--- src/core/op_timing_pkg.sv ---
// Package: opcode patterns, clock counts and pipeline timing constants
package op_timing_pkg;
  // Opcode patterns (width bit masked where applicable)
  localparam logic [7:0] OPC_GRP3        = 8'hF6; // 1111011w
  localparam logic [7:0] OPC_AND_RM      = 8'h84; // 1000010w
  localparam logic [7:0] OPC_AND_ACC     = 8'hA8; // 1010100w
  localparam logic [7:0] OPC_COPY        = 8'hA4; // 1010010w
  localparam logic [7:0] OPC_PIN         = 8'h6C; // 0110110w
  localparam logic [7:0] OPC_POUT        = 8'h6E; // 0110111w
  localparam logic [7:0] OPC_CMP         = 8'hA6; // 1010011w
  localparam logic [7:0] OPC_FILL        = 8'hAA; // 1010101w
  localparam logic [7:0] OPC_SCAN        = 8'hAE; // 1010111w
  localparam logic [7:0] OPC_REP         = 8'hF2; // 11110010
  localparam logic [7:0] OPC_REPZ_BASE   = 8'hF2; // 1111001z
  localparam logic [7:0] OPC_BEQ         = 8'h74;
  localparam logic [7:0] OPC_BNE         = 8'h75;
  localparam logic [7:0] OPC_RET         = 8'hC3;
  localparam logic [7:0] OPC_RET_IMM     = 8'hC2;
  localparam logic [7:0] OPC_RETF        = 8'hCB;
  localparam logic [7:0] OPC_LOOPNZ      = 8'hE0;
  localparam logic [7:0] OPC_LOOPZ       = 8'hE1;
  localparam logic [7:0] OPC_LOOP        = 8'hE2;
  localparam logic [7:0] OPC_BCZ         = 8'hE3;
  localparam logic [7:0] OPC_OVF         = 8'hCE;
  localparam logic [7:0] OPC_RANGE       = 8'h62;
  localparam logic [7:0] OPC_LOCK        = 8'hF0;
  localparam logic [7:0] OPC_ESC         = 8'hD8; // 11011MMM
  localparam logic [2:0] REG_NOT         = 3'h2;
  localparam logic [2:0] REG_TEST        = 3'h0;
  localparam logic [2:0] REG_MUL         = 3'h4;
  localparam logic [2:0] REG_DIV         = 3'h6;
  // Clock counts
  localparam logic [15:0] CLK_ONE        = 16'h0001;
  localparam logic [15:0] CLK_NOT_MEM    = 16'h0007;
  localparam logic [15:0] CLK_TEST_IMM   = 16'h0008;
  localparam logic [15:0] CLK_STR_MOVE   = 16'h000D;
  localparam logic [15:0] CLK_STR_CMP    = 16'h0012;
  localparam logic [15:0] CLK_STR_FILL   = 16'h0007;
  localparam logic [15:0] CLK_STR_SCAN   = 16'h000D;
  localparam logic [15:0] CLK_REP_BASE4  = 16'h0004;
  localparam logic [15:0] CLK_REP_BASE5  = 16'h0005;
  localparam logic [15:0] CLK_REP_STEP9  = 16'h0009;
  localparam logic [15:0] CLK_BR_TAKEN   = 16'h0009;
  localparam logic [15:0] CLK_RET_NEAR   = 16'h0010;
  localparam logic [15:0] CLK_RET_FAR    = 16'h0017;
  localparam logic [15:0] CLK_LOOP_NT    = 16'h0007;
  localparam logic [15:0] CLK_LOOP_T     = 16'h0010;
  localparam logic [15:0] CLK_BCZ_T      = 16'h000F;
  localparam logic [15:0] CLK_OVF_TRAP   = 16'h002B;
  localparam logic [15:0] CLK_OVF_NONE   = 16'h0004;
  localparam logic [15:0] CLK_RANGE_MIN  = 16'h0015;
  localparam logic [15:0] CLK_RANGE_MAX  = 16'h003C;
  // Micro-step cycle counts
  localparam logic [4:0] CYC_MEM_READ    = 5'h06;
  localparam logic [4:0] CYC_PUSH        = 5'h01;
  localparam logic [4:0] CYC_PUSH_STALL  = 5'h05;
  localparam logic [4:0] CYC_MULDIV_B    = 5'h08;
  localparam logic [4:0] CYC_MULDIV_W    = 5'h10;
  localparam logic [4:0] CYC_REFETCH     = 5'h09;
  // Instruction classes
  typedef enum logic [4:0] {
    CL_NONE, CL_INVERT, CL_AND_FLAGS, CL_COPY, CL_PORT_IN, CL_PORT_OUT,
    CL_CMP, CL_FILL, CL_SCAN, CL_BRANCH, CL_RET, CL_LOOP, CL_BCZ,
    CL_OVF, CL_RANGE, CL_LOCK, CL_ESC, CL_MULDIV
  } op_class_t;
  // Micro-step kinds
  typedef enum logic [2:0] {
    US_ALU, US_MEM, US_READ, US_PUSH, US_WRITE, US_MULDIV, US_REFETCH
  } ustep_t;
endpackage

--- src/core/cisc_opcode_decode_timing.sv ---
// Opcode decoder with minimum clock-count assignment and micro-step pipeline timing
//
// Overview of operation
// - Invert operand: 1 clock reg, 7 memory
// - Flag-only AND forms, result discarded
// - Copy and port strings take 13
// - String compare takes 18 clocks
// - String fill takes 7 clocks
// - Repeat prefix: 4+9n or 5+9n
// - Conditional repeat: compare 4+18n, scan 4+13n
// - Conditional branch: 1 not taken, 9 taken
// - Subroutine exit 16, 16, 23 clocks
// - Count loops 7/16, count-zero branch 7/15
// - Overflow trap 43 when set, else 4
// - Range check takes 21 to 60
// - Lock prefix 1 clock, locks next instruction
// - Coprocessor escape accepted, 1 core clock
// - Counts are minima, ideal queue and bus
// - Single micro-step occupies 1 cycle
// - Memory read occupies 6 cycles
// - Push after push/write takes 5 cycles
// - Multiply/divide 8 byte, 16 word cycles
// - Destination refetch takes 9 cycles
`timescale 1ns/100ps
module cisc_opcode_decode_timing
  import op_timing_pkg::*;
#(
  parameter int CNT_W = 16
) (
  input  wire logic             clk,
  input  wire logic             arst_n,
  input  wire logic             clk_en,
  input  wire logic             dec_valid,
  input  wire logic             prefix_byte_valid,
  input  wire logic [7:0]       prefix_byte,
  input  wire logic [7:0]       opcode,
  input  wire logic [7:0]       modrm,
  input  wire logic [7:0]       branch_offset,
  input  wire logic [15:0]      next_ip,
  input  wire logic             cond_true,
  input  wire logic             overflow_flag,
  input  wire logic [15:0]      count_reg,
  input  wire logic [5:0]       range_cycles,
  input  wire logic             ustep_valid,
  input  wire ustep_t           ustep_kind,
  input  wire logic             ustep_word,
  output logic                  dec_done,
  output op_class_t             op_class,
  output logic                  op_word,
  output logic [1:0]            imm_bytes,
  output logic                  flags_only,
  output logic                  trap_raise,
  output logic                  bus_lock,
  output logic                  coproc_escape,
  output logic [15:0]           branch_target,
  output logic [CNT_W-1:0]      op_clocks,
  output logic                  ustep_ready,
  output logic                  wb_valid,
  output ustep_t                wb_kind
);

  // ----------------------------------------------------------------
  // Opcode decode
  // ----------------------------------------------------------------
  // Class decode, width bit stripped where the pattern carries one
  wire logic [7:0] op_w     = {opcode[7:1], 1'b0};
  wire logic [2:0] reg_fld  = modrm[5:3];
  wire logic       rm_mem   = (modrm[7:6] != 2'b11);
  wire logic       is_rep   = prefix_byte_valid && (prefix_byte == OPC_REP);
  wire logic       is_repz  = prefix_byte_valid && ({prefix_byte[7:1], 1'b0} == OPC_REPZ_BASE);
  wire logic       is_lockp = prefix_byte_valid && (prefix_byte == OPC_LOCK);
  op_class_t       cls;

  always_comb begin
    cls = CL_NONE;
    if (op_w == OPC_GRP3 && reg_fld == REG_NOT)                cls = CL_INVERT;
    else if (op_w == OPC_GRP3 && reg_fld == REG_TEST)          cls = CL_AND_FLAGS;
    else if (op_w == OPC_GRP3 && reg_fld[2:1] == REG_MUL[2:1]) cls = CL_MULDIV;
    else if (op_w == OPC_GRP3 && reg_fld[2:1] == REG_DIV[2:1]) cls = CL_MULDIV;
    else if (op_w == OPC_AND_RM || op_w == OPC_AND_ACC)        cls = CL_AND_FLAGS;
    else if (op_w == OPC_COPY)                                 cls = CL_COPY;
    else if (op_w == OPC_PIN)                                  cls = CL_PORT_IN;
    else if (op_w == OPC_POUT)                                 cls = CL_PORT_OUT;
    else if (op_w == OPC_CMP)                                  cls = CL_CMP;
    else if (op_w == OPC_FILL)                                 cls = CL_FILL;
    else if (op_w == OPC_SCAN)                                 cls = CL_SCAN;
    else if (opcode[7:4] == 4'h7)                              cls = CL_BRANCH;
    else if (opcode == OPC_RET || opcode == OPC_RET_IMM || opcode == OPC_RETF)
      cls = CL_RET;
    else if (opcode == OPC_LOOP || opcode == OPC_LOOPZ || opcode == OPC_LOOPNZ)
      cls = CL_LOOP;
    else if (opcode == OPC_BCZ)                                cls = CL_BCZ;
    else if (opcode == OPC_OVF)                                cls = CL_OVF;
    else if (opcode == OPC_RANGE)                              cls = CL_RANGE;
    else if (opcode == OPC_LOCK)                               cls = CL_LOCK;
    else if (opcode[7:3] == OPC_ESC[7:3])                      cls = CL_ESC;
  end

  // ----------------------------------------------------------------
  // Clock-count table (minima under ideal queue and bus)
  // ----------------------------------------------------------------
  // Iteration products; n is the count register value
  wire logic [CNT_W-1:0] n        = CNT_W'(count_reg);
  wire logic [CNT_W-1:0] rep9     = CNT_W'(n * CNT_W'(CLK_REP_STEP9));
  wire logic [CNT_W-1:0] rep18    = CNT_W'(n * CNT_W'(CLK_STR_CMP));
  wire logic [CNT_W-1:0] rep13    = CNT_W'(n * CNT_W'(CLK_STR_SCAN));
  wire logic             loop_tk  = cond_true;
  logic [CNT_W-1:0]      clocks;

  // Taken paths pay the refetch; counts are minima only
  always_comb begin
    clocks = CNT_W'(CLK_ONE);
    unique case (cls)
      CL_INVERT:    clocks = CNT_W'(rm_mem ? CLK_NOT_MEM : CLK_ONE);
      CL_AND_FLAGS: begin
        if (op_w == OPC_AND_ACC)   clocks = CNT_W'(CLK_ONE);
        else if (op_w == OPC_GRP3) clocks = CNT_W'(rm_mem ? CLK_TEST_IMM : CLK_ONE);
        else                       clocks = CNT_W'(rm_mem ? CLK_NOT_MEM : CLK_ONE);
      end
      CL_COPY:      clocks = is_rep ? CNT_W'(CLK_REP_BASE4) + rep9 : CNT_W'(CLK_STR_MOVE);
      CL_PORT_IN,
      CL_PORT_OUT:  clocks = is_rep ? CNT_W'(CLK_REP_BASE5) + rep9 : CNT_W'(CLK_STR_MOVE);
      CL_CMP:       clocks = is_repz ? CNT_W'(CLK_REP_BASE4) + rep18 : CNT_W'(CLK_STR_CMP);
      CL_SCAN:      clocks = is_repz ? CNT_W'(CLK_REP_BASE4) + rep13 : CNT_W'(CLK_STR_SCAN);
      CL_FILL:      clocks = CNT_W'(CLK_STR_FILL);
      CL_BRANCH:    clocks = CNT_W'(loop_tk ? CLK_BR_TAKEN : CLK_ONE);
      CL_RET:       clocks = CNT_W'(opcode == OPC_RETF ? CLK_RET_FAR : CLK_RET_NEAR);
      CL_LOOP:      clocks = CNT_W'(loop_tk ? CLK_LOOP_T : CLK_LOOP_NT);
      CL_BCZ:       clocks = CNT_W'(loop_tk ? CLK_BCZ_T : CLK_LOOP_NT);
      CL_OVF:       clocks = CNT_W'(overflow_flag ? CLK_OVF_TRAP : CLK_OVF_NONE);
      CL_RANGE: begin
        if (CNT_W'(range_cycles) < CNT_W'(CLK_RANGE_MIN))      clocks = CNT_W'(CLK_RANGE_MIN);
        else if (CNT_W'(range_cycles) > CNT_W'(CLK_RANGE_MAX)) clocks = CNT_W'(CLK_RANGE_MAX);
        else                                                   clocks = CNT_W'(range_cycles);
      end
      CL_MULDIV:    clocks = CNT_W'(opcode[0] ? CYC_MULDIV_W : CYC_MULDIV_B);
      CL_LOCK,
      CL_ESC,
      CL_NONE:      clocks = CNT_W'(CLK_ONE);
    endcase
  end

  // Immediate size from width bit, only for immediate forms
  wire logic       has_imm  = (op_w == OPC_AND_ACC) || (cls == CL_AND_FLAGS && op_w == OPC_GRP3);
  wire logic [1:0] imm_next = has_imm ? (opcode[0] ? 2'd2 : 2'd1) : 2'd0;
  // Sign-extended offset relative to the next instruction
  wire logic [15:0] tgt_next = next_ip + {{8{branch_offset[7]}}, branch_offset};

  // ----------------------------------------------------------------
  // Decode result registers
  // ----------------------------------------------------------------
  logic      lock_pend_reg;
  op_class_t cls_reg;

  // Results are registered so downstream sees stable data
  always_ff @(posedge clk or negedge arst_n) begin
    if (!arst_n) begin
      dec_done      <= 1'b0;
      cls_reg       <= CL_NONE;
      op_word       <= 1'b0;
      imm_bytes     <= 2'd0;
      flags_only    <= 1'b0;
      trap_raise    <= 1'b0;
      coproc_escape <= 1'b0;
      branch_target <= 16'h0000;
      op_clocks     <= '0;
      lock_pend_reg <= 1'b0;
      bus_lock      <= 1'b0;
    end else if (clk_en) begin
      dec_done <= dec_valid;
      if (dec_valid) begin
        cls_reg       <= cls;
        op_word       <= opcode[0];
        imm_bytes     <= imm_next;
        flags_only    <= (cls == CL_AND_FLAGS);
        trap_raise    <= (cls == CL_OVF) && overflow_flag;
        coproc_escape <= (cls == CL_ESC);
        branch_target <= tgt_next;
        op_clocks     <= clocks;
        // Lock held across the instruction after the prefix
        lock_pend_reg <= (cls == CL_LOCK);
        bus_lock      <= (cls == CL_LOCK) || lock_pend_reg || is_lockp;
      end
    end
  end
  assign op_class = cls_reg;

  // ----------------------------------------------------------------
  // Micro-step timing pipeline
  // ----------------------------------------------------------------
  // Occupancy per kind; push stalls after push or write
  logic       prev_store_reg;
  logic [4:0] busy_reg;
  ustep_t     kind_reg;
  wire  logic accept = ustep_valid && ustep_ready;
  logic [4:0] occ;

  always_comb begin
    occ = 5'd1;
    unique case (ustep_kind)
      US_ALU, US_MEM, US_WRITE: occ = 5'd1;
      US_READ:    occ = CYC_MEM_READ;
      US_PUSH:    occ = prev_store_reg ? CYC_PUSH_STALL : CYC_PUSH;
      US_MULDIV:  occ = ustep_word ? CYC_MULDIV_W : CYC_MULDIV_B;
      US_REFETCH: occ = CYC_REFETCH;
      default:    occ = 5'd1;
    endcase
  end

  // Later steps wait while a long step drains, keeping order
  assign ustep_ready = (busy_reg == 5'd0);

  // One step in flight; writeback fires when its count expires
  always_ff @(posedge clk or negedge arst_n) begin
    if (!arst_n) begin
      busy_reg       <= 5'd0;
      kind_reg       <= US_ALU;
      prev_store_reg <= 1'b0;
      wb_valid       <= 1'b0;
      wb_kind        <= US_ALU;
    end else if (clk_en) begin
      wb_valid <= 1'b0;
      if (accept) begin
        busy_reg       <= occ - 5'd1;
        kind_reg       <= ustep_kind;
        prev_store_reg <= (ustep_kind == US_PUSH) || (ustep_kind == US_WRITE);
      end else if (busy_reg != 5'd0) begin
        busy_reg <= busy_reg - 5'd1;
      end
      if ((accept && occ == 5'd1) || (busy_reg == 5'd1)) begin
        wb_valid <= 1'b1;
        wb_kind  <= accept ? ustep_kind : kind_reg;
      end
    end
  end
endmodule // cisc_opcode_decode_timing

--- config.mk ---
export PLATFORM = sky130hd
export DESIGN_NAME = cisc_opcode_decode_timing
export DESIGN_NICKNAME = d
export VERILOG_FILES = /design/src/core/op_timing_pkg.sv /design/src/core/cisc_opcode_decode_timing.sv
export SDC_FILE = /design/constraint.sdc
export NUM_CORES = 1
export LEC_CHECK = 0
export ABC_AREA = 0
export BUFFER_PORTS_ARGS = -buffer_cell sky130_fd_sc_hd__buf_2
export CAP_MARGIN = 20
export CORE_MARGIN = 5
export CORE_UTILIZATION = 48
export CTS_CLUSTER_SIZE = 8
export DETAILED_ROUTE_END_ITERATION = 12
export PLACE_DENSITY = 0.75
export SLEW_MARGIN = 20
export SYNTH_ARGS = -nofsm -noshare
export SYNTH_HDL_FRONTEND = slang
export SYNTH_SLANG_ARGS = --single-unit
export TNS_END_PERCENT = 5
--- constraint.sdc ---
create_clock -name clk -period 2.3 [get_ports clk]
set_input_delay 0.345 -clock clk [delete_from_list [all_inputs] [get_ports clk]]
set_output_delay 0.345 -clock clk [all_outputs]
set_load 0.02 [all_outputs]
-- Word level (Yosys, flattened, before mapping)
Cells that the tools add are included.
- add/subtract/negate cells: 7
- $mul: 3
- magnitude comparators: 2
- eq/ne operators: 52
- mux-type cells: 45
- reduce and logical (&&, ||, !) cells: 32
- operator list (cell ; number):
    case mux 16 bit (15 select lines) ; 1
    two-way mux 5 bit ; 24
    equality test 8 bit (second input constant) ; 11
    adder 3 x 16 -> 16 bit (first input constant) ; 4
    two-way mux 16 bit ; 4
    equality test 7 bit (second input constant) ; 8
    equality test 5 x 4 -> 1 bit (second input constant) ; 8
    multiplier 16 x 4 -> 16 bit (second input constant) ; 2
    equality test 5 x 3 -> 1 bit (second input constant) ; 4
    two-way mux 4 bit ; 5
    case mux 5 bit (4 select lines) ; 1
    two-way mux 6 bit ; 3
    adder 16 bit ; 1
    multiplier 16 x 4 -> 15 bit (second input constant) ; 1
    equality test 5 x 1 -> 1 bit (second input constant) ; 3
    equality test 5 bit (second input constant) ; 3
    equality test 7 x 6 -> 1 bit (second input constant) ; 2
    two-way mux 3 bit ; 4
    logical AND 1 bit ; 11
    equality test 5 x 2 -> 1 bit (second input constant) ; 2
    logical NOT 5 bit ; 2
    logical OR 1 bit ; 10
    subtractor 5 x 1 -> 5 bit (second input constant) ; 2
    equality test 3 x 2 -> 1 bit (second input constant) ; 3
    15 further kinds ; 22
- flip-flop bits (word level): 59
- input port bits: 82

-- Depth between registers and ports, before layout
- word-level depth: 24
- gate-level depth with buffers: 14
- depth with buffers taken out: 14

-- Worst setup path after synthesis
Ideal clock, no wire load.
- path kind: input to register
- start: input port count_reg[2]
- end: register op_clocks[15]
- setup time: 131 ps
- arrival: 3357 ps
- setup slack: -1188 ps
- stages: 14
- path buffers: 0
- path through: inv_1 ha_1 fa_1 inv_1 ha_1 ha_1 a211oi_1 nor2_1 o221a_2 a41o_1 o41ai_1 xnor2_1 a221oi_2 a31oi_1
- cells in the longest elaborated chain, start to end: 4
- elaborated cells on any way between the ends: 12
- those cells by class: add/sub: 4; mul: 3; mux: 5
- RTL lines (item ; RTL line ; RTL):
    from (decl) ; cisc_opcode_decode_timing.sv:42 ; input wire logic [15:0] count_reg,
    multiplier 16 x 4 -> 16 bit (tied with other cells) ; cisc_opcode_decode_timing.sv:106 ; wire logic [CNT_W-1:0] rep13 = CNT_W'(n * CNT_W'(CLK_STR_SCAN));
    adder 3 x 16 -> 16 bit, on equally long branches ; n/a ;
    two-way mux 16 bit, on equally long branches ; n/a ;
    case mux 16 bit (15 select lines) (*) ; cisc_opcode_decode_timing.sv:113 ; unique case (cls)
    to (signal assigned) ; cisc_opcode_decode_timing.sv:179 ; op_clocks <= clocks;
    to (decl) ; cisc_opcode_decode_timing.sv:56 ; output logic [CNT_W-1:0] op_clocks,
Every way passes the cells marked *; elsewhere a longest branch is shown, timed or not.
A chain may end at the register's enable or synchronous reset.

-- Worst setup path in the final report
- start: input port count_reg[6]
- end: register op_clocks[15]
Same word-level chain as after synthesis.

==> results.md <==
- Post-synth EDFFs: 0
- Worst-Margin Slew: 732.5 ps
- Final worst path period share: 134.8%
- Syn Nets: 1013
- GRT met1 Usage: 33.39%
- Share of layout cells above drive strength 1: 33.60%
- Max VDD drop: 365.1 uV
- GP Congestion: 1.027
- Global Route Usage Sum: 25.20%
- # DRC: 0
- Netlist Area Pre-Place: 6723 um2
- Vias: 7376
- CTS tree: yes
- Clock Pin Slew Worst Setup and Hold Paths: 50 ps
- Grt total ovfl: 0
- Ys async rst share: 100.0%
- RSZ-0062 raised after global routing: true
- Hold Fails Final Rpt: 0
- Vias in the first global route: 7160
- Final net count: 1299
- Yosys warning total: 0
- Global Route met3 Usage: 3.321%
- Seq/Total Area, Yosys: 21.96%
- Critical path class: in -> reg
- TNS Setup: -5619 ps
- Initial antenna violation count: 0
- Largest net degree at the start of global routing: 60
- Avg Cell Area, Syn: 8.032 um2
- WL/cell: 16.03 um
- Rows: 43
- Critical path data arrival time: 3310 ps
- Commonest non-fill, non-tap cell in the layout: buf_4
- Clk buf depth: 2
- CTS HTree Levels: 3
- First-pass GRT wire length: 34.03 mm
- # port buffers: 128
- Biggest regs: branch_target (16), op_clocks (16)
- Post-Place Worst Slack: -1226 ps
- Mapped Cells: 837
- Clock root buffer master: clkbuf_16
- Drt pass-1 iters: 7
- Maxcap violations: 0
- Starting Density: 48.62%
- Detailed-route vias per instance: 5.639
- HPWL after DPL: 17.31 mm
- R2r endpoint: wb_kind[0]
- Die Width: 128.3 um
- Clk_skew: 2.590 ps
- WL final: 20.97 mm
- Reg2reg path depth: 8
- Met2 usage: 42.75%
- Hold_ws: 158.4 ps
- Hold Path Class: in -> async
- CP Launch Type: input port
- Setup slack, reg-to-reg: 350 ps
- Core region area: 13830 um2
- Die area: 16470 um2
- Leakage power: 4.658 nW
- Finished Core Util: 67.69%
- Post-CTS Setup Bufs: 0
- I/O pin cnt: 132
- Setup ws final: -800.2 ps
- Die Height: 128.3 um
- Fmax: 0.3226 GHz
- Global route hottest layer: met2
- Pwr dens: 600.2 nW/um2
- Antenna cell count: 0
- TritonCTS buffer count: 9
- Distinct cells, synth: 84
- Hold_buf cts: 0
- Area growth syn-to-layout: 39.21%
- Most frequent cells in the layout: buf_4, buf_2, nand2_1, inv_1, ha_1
- Reg-to-reg startpoint: busy_reg[3]
- Num Clock Sinks: 59
- CP Capture Type: flop
- Failing checks: negative setup slack
- Count of final max-slew check failures: 0
- DRT iter0 DRCs: 595
- Tot Pwr: 5.617 mW
- Clk_lat worst skew: 330 ps
- Rel. slew slack: 51.17%
- # setup viols final: 11
- Seq cells post-synth: 59
- Max FO, Critical Path: 4
- Status: complete, but fails checks
- Ys flop type: dfrtp_1
- Antenna Violating Nets Remaining: 0
- WP data required: 2510 ps
- Period minus WS final: 3100 ps
## through the flow
step,std cells,instance area (um2)
after floorplan,837,6849
after global placement,1292,8915
after detailed placement,1292,8915
after CTS,1308,9304
after global routing,1308,9359
final,1308,9359
## cell usage after synthesis, drive strengths merged, types with 20 or more instances
| cell type | n | area share (%) |
|---|---|---|
| ha | 81 | 15 |
| dfrtp | 59 | 22 |
| xnor2 | 29 | 3.8 |
| nor3 | 23 | 1.7 |
| a21oi | 35 | 2.6 |
| xor2 | 21 | 3.2 |
| nand2 | 90 | 5.0 |
| o21ai | 74 | 5.6 |
| nand3 | 24 | 1.9 |
| inv | 75 | 4.2 |
| nor2 | 57 | 3.2 |
| a31oi | 20 | 1.9 |
## worst max-delay path by stage
stage	from	slack, ps	end
after floorplan	count_reg[5]	-900	op_clocks[15]
after global placement	count_reg[2]	-1190	op_clocks[15]
after detailed placement	count_reg[5]	-1230	op_clocks[15]
after CTS	count_reg[6]	-790	op_clocks[15]
after global routing	count_reg[6]	-970	op_clocks[15]
final	count_reg[6]	-800	op_clocks[15]
## logic make-up after synthesis
group	after synthesis	synth area share (%)
AOI/OAI and AO/OA	232	23.04
xor gates and xnor gates	50	6.961
adders and majority gates	94	18.95
buffers and inverters	98	5.546
DFF	59	21.96
muxes	7	1.079
and+or+nand+nor	297	22.46
## power by group
group	switching, mW	internal (mW)
logic	1.57	1.38
registers	0.115	1.24
clock network	0.451	0.860
total	2.13	3.48
## what timing repair did
item	in CTS	in global routing
endpoints found under the setup margin	14	15
gates resized for setup	20	15
pin swaps	8	8
## critical path: stages
cell and delay [ps]:
buf_2 120, ha_1 280, inv_1 50, fa_1 470, inv_1 40, ha_1 270
ha_2 190, or3_1 310, o221a_2 260, a41o_1 220, o41ai_2 270, xnor2_1 130
a221oi_2 250, a31oi_1 110
## layout make-up
type | instances | area, um2
Clock buffer | 11 | 242.7
Clock inverter | 5 | 52.55
Fill cell | 1144 | 4468
Inverter | 75 | 285.3
Multi-Input combinational cell | 680 | 5126
Sequential cell | 59 | 1476
Tap cell | 180 | 225.2
Timing Repair Buffer | 298 | 1951
## routing by layer
layer,routed length (um),share of wire [%],vias to the layer above
met1,8802,42,3445
li1,-,-,3615
met4,529,2.5,0
met3,1522,7.3,47
met5,0,0,-
met2,10110,48,269
(Power assumes the default switching activity.)
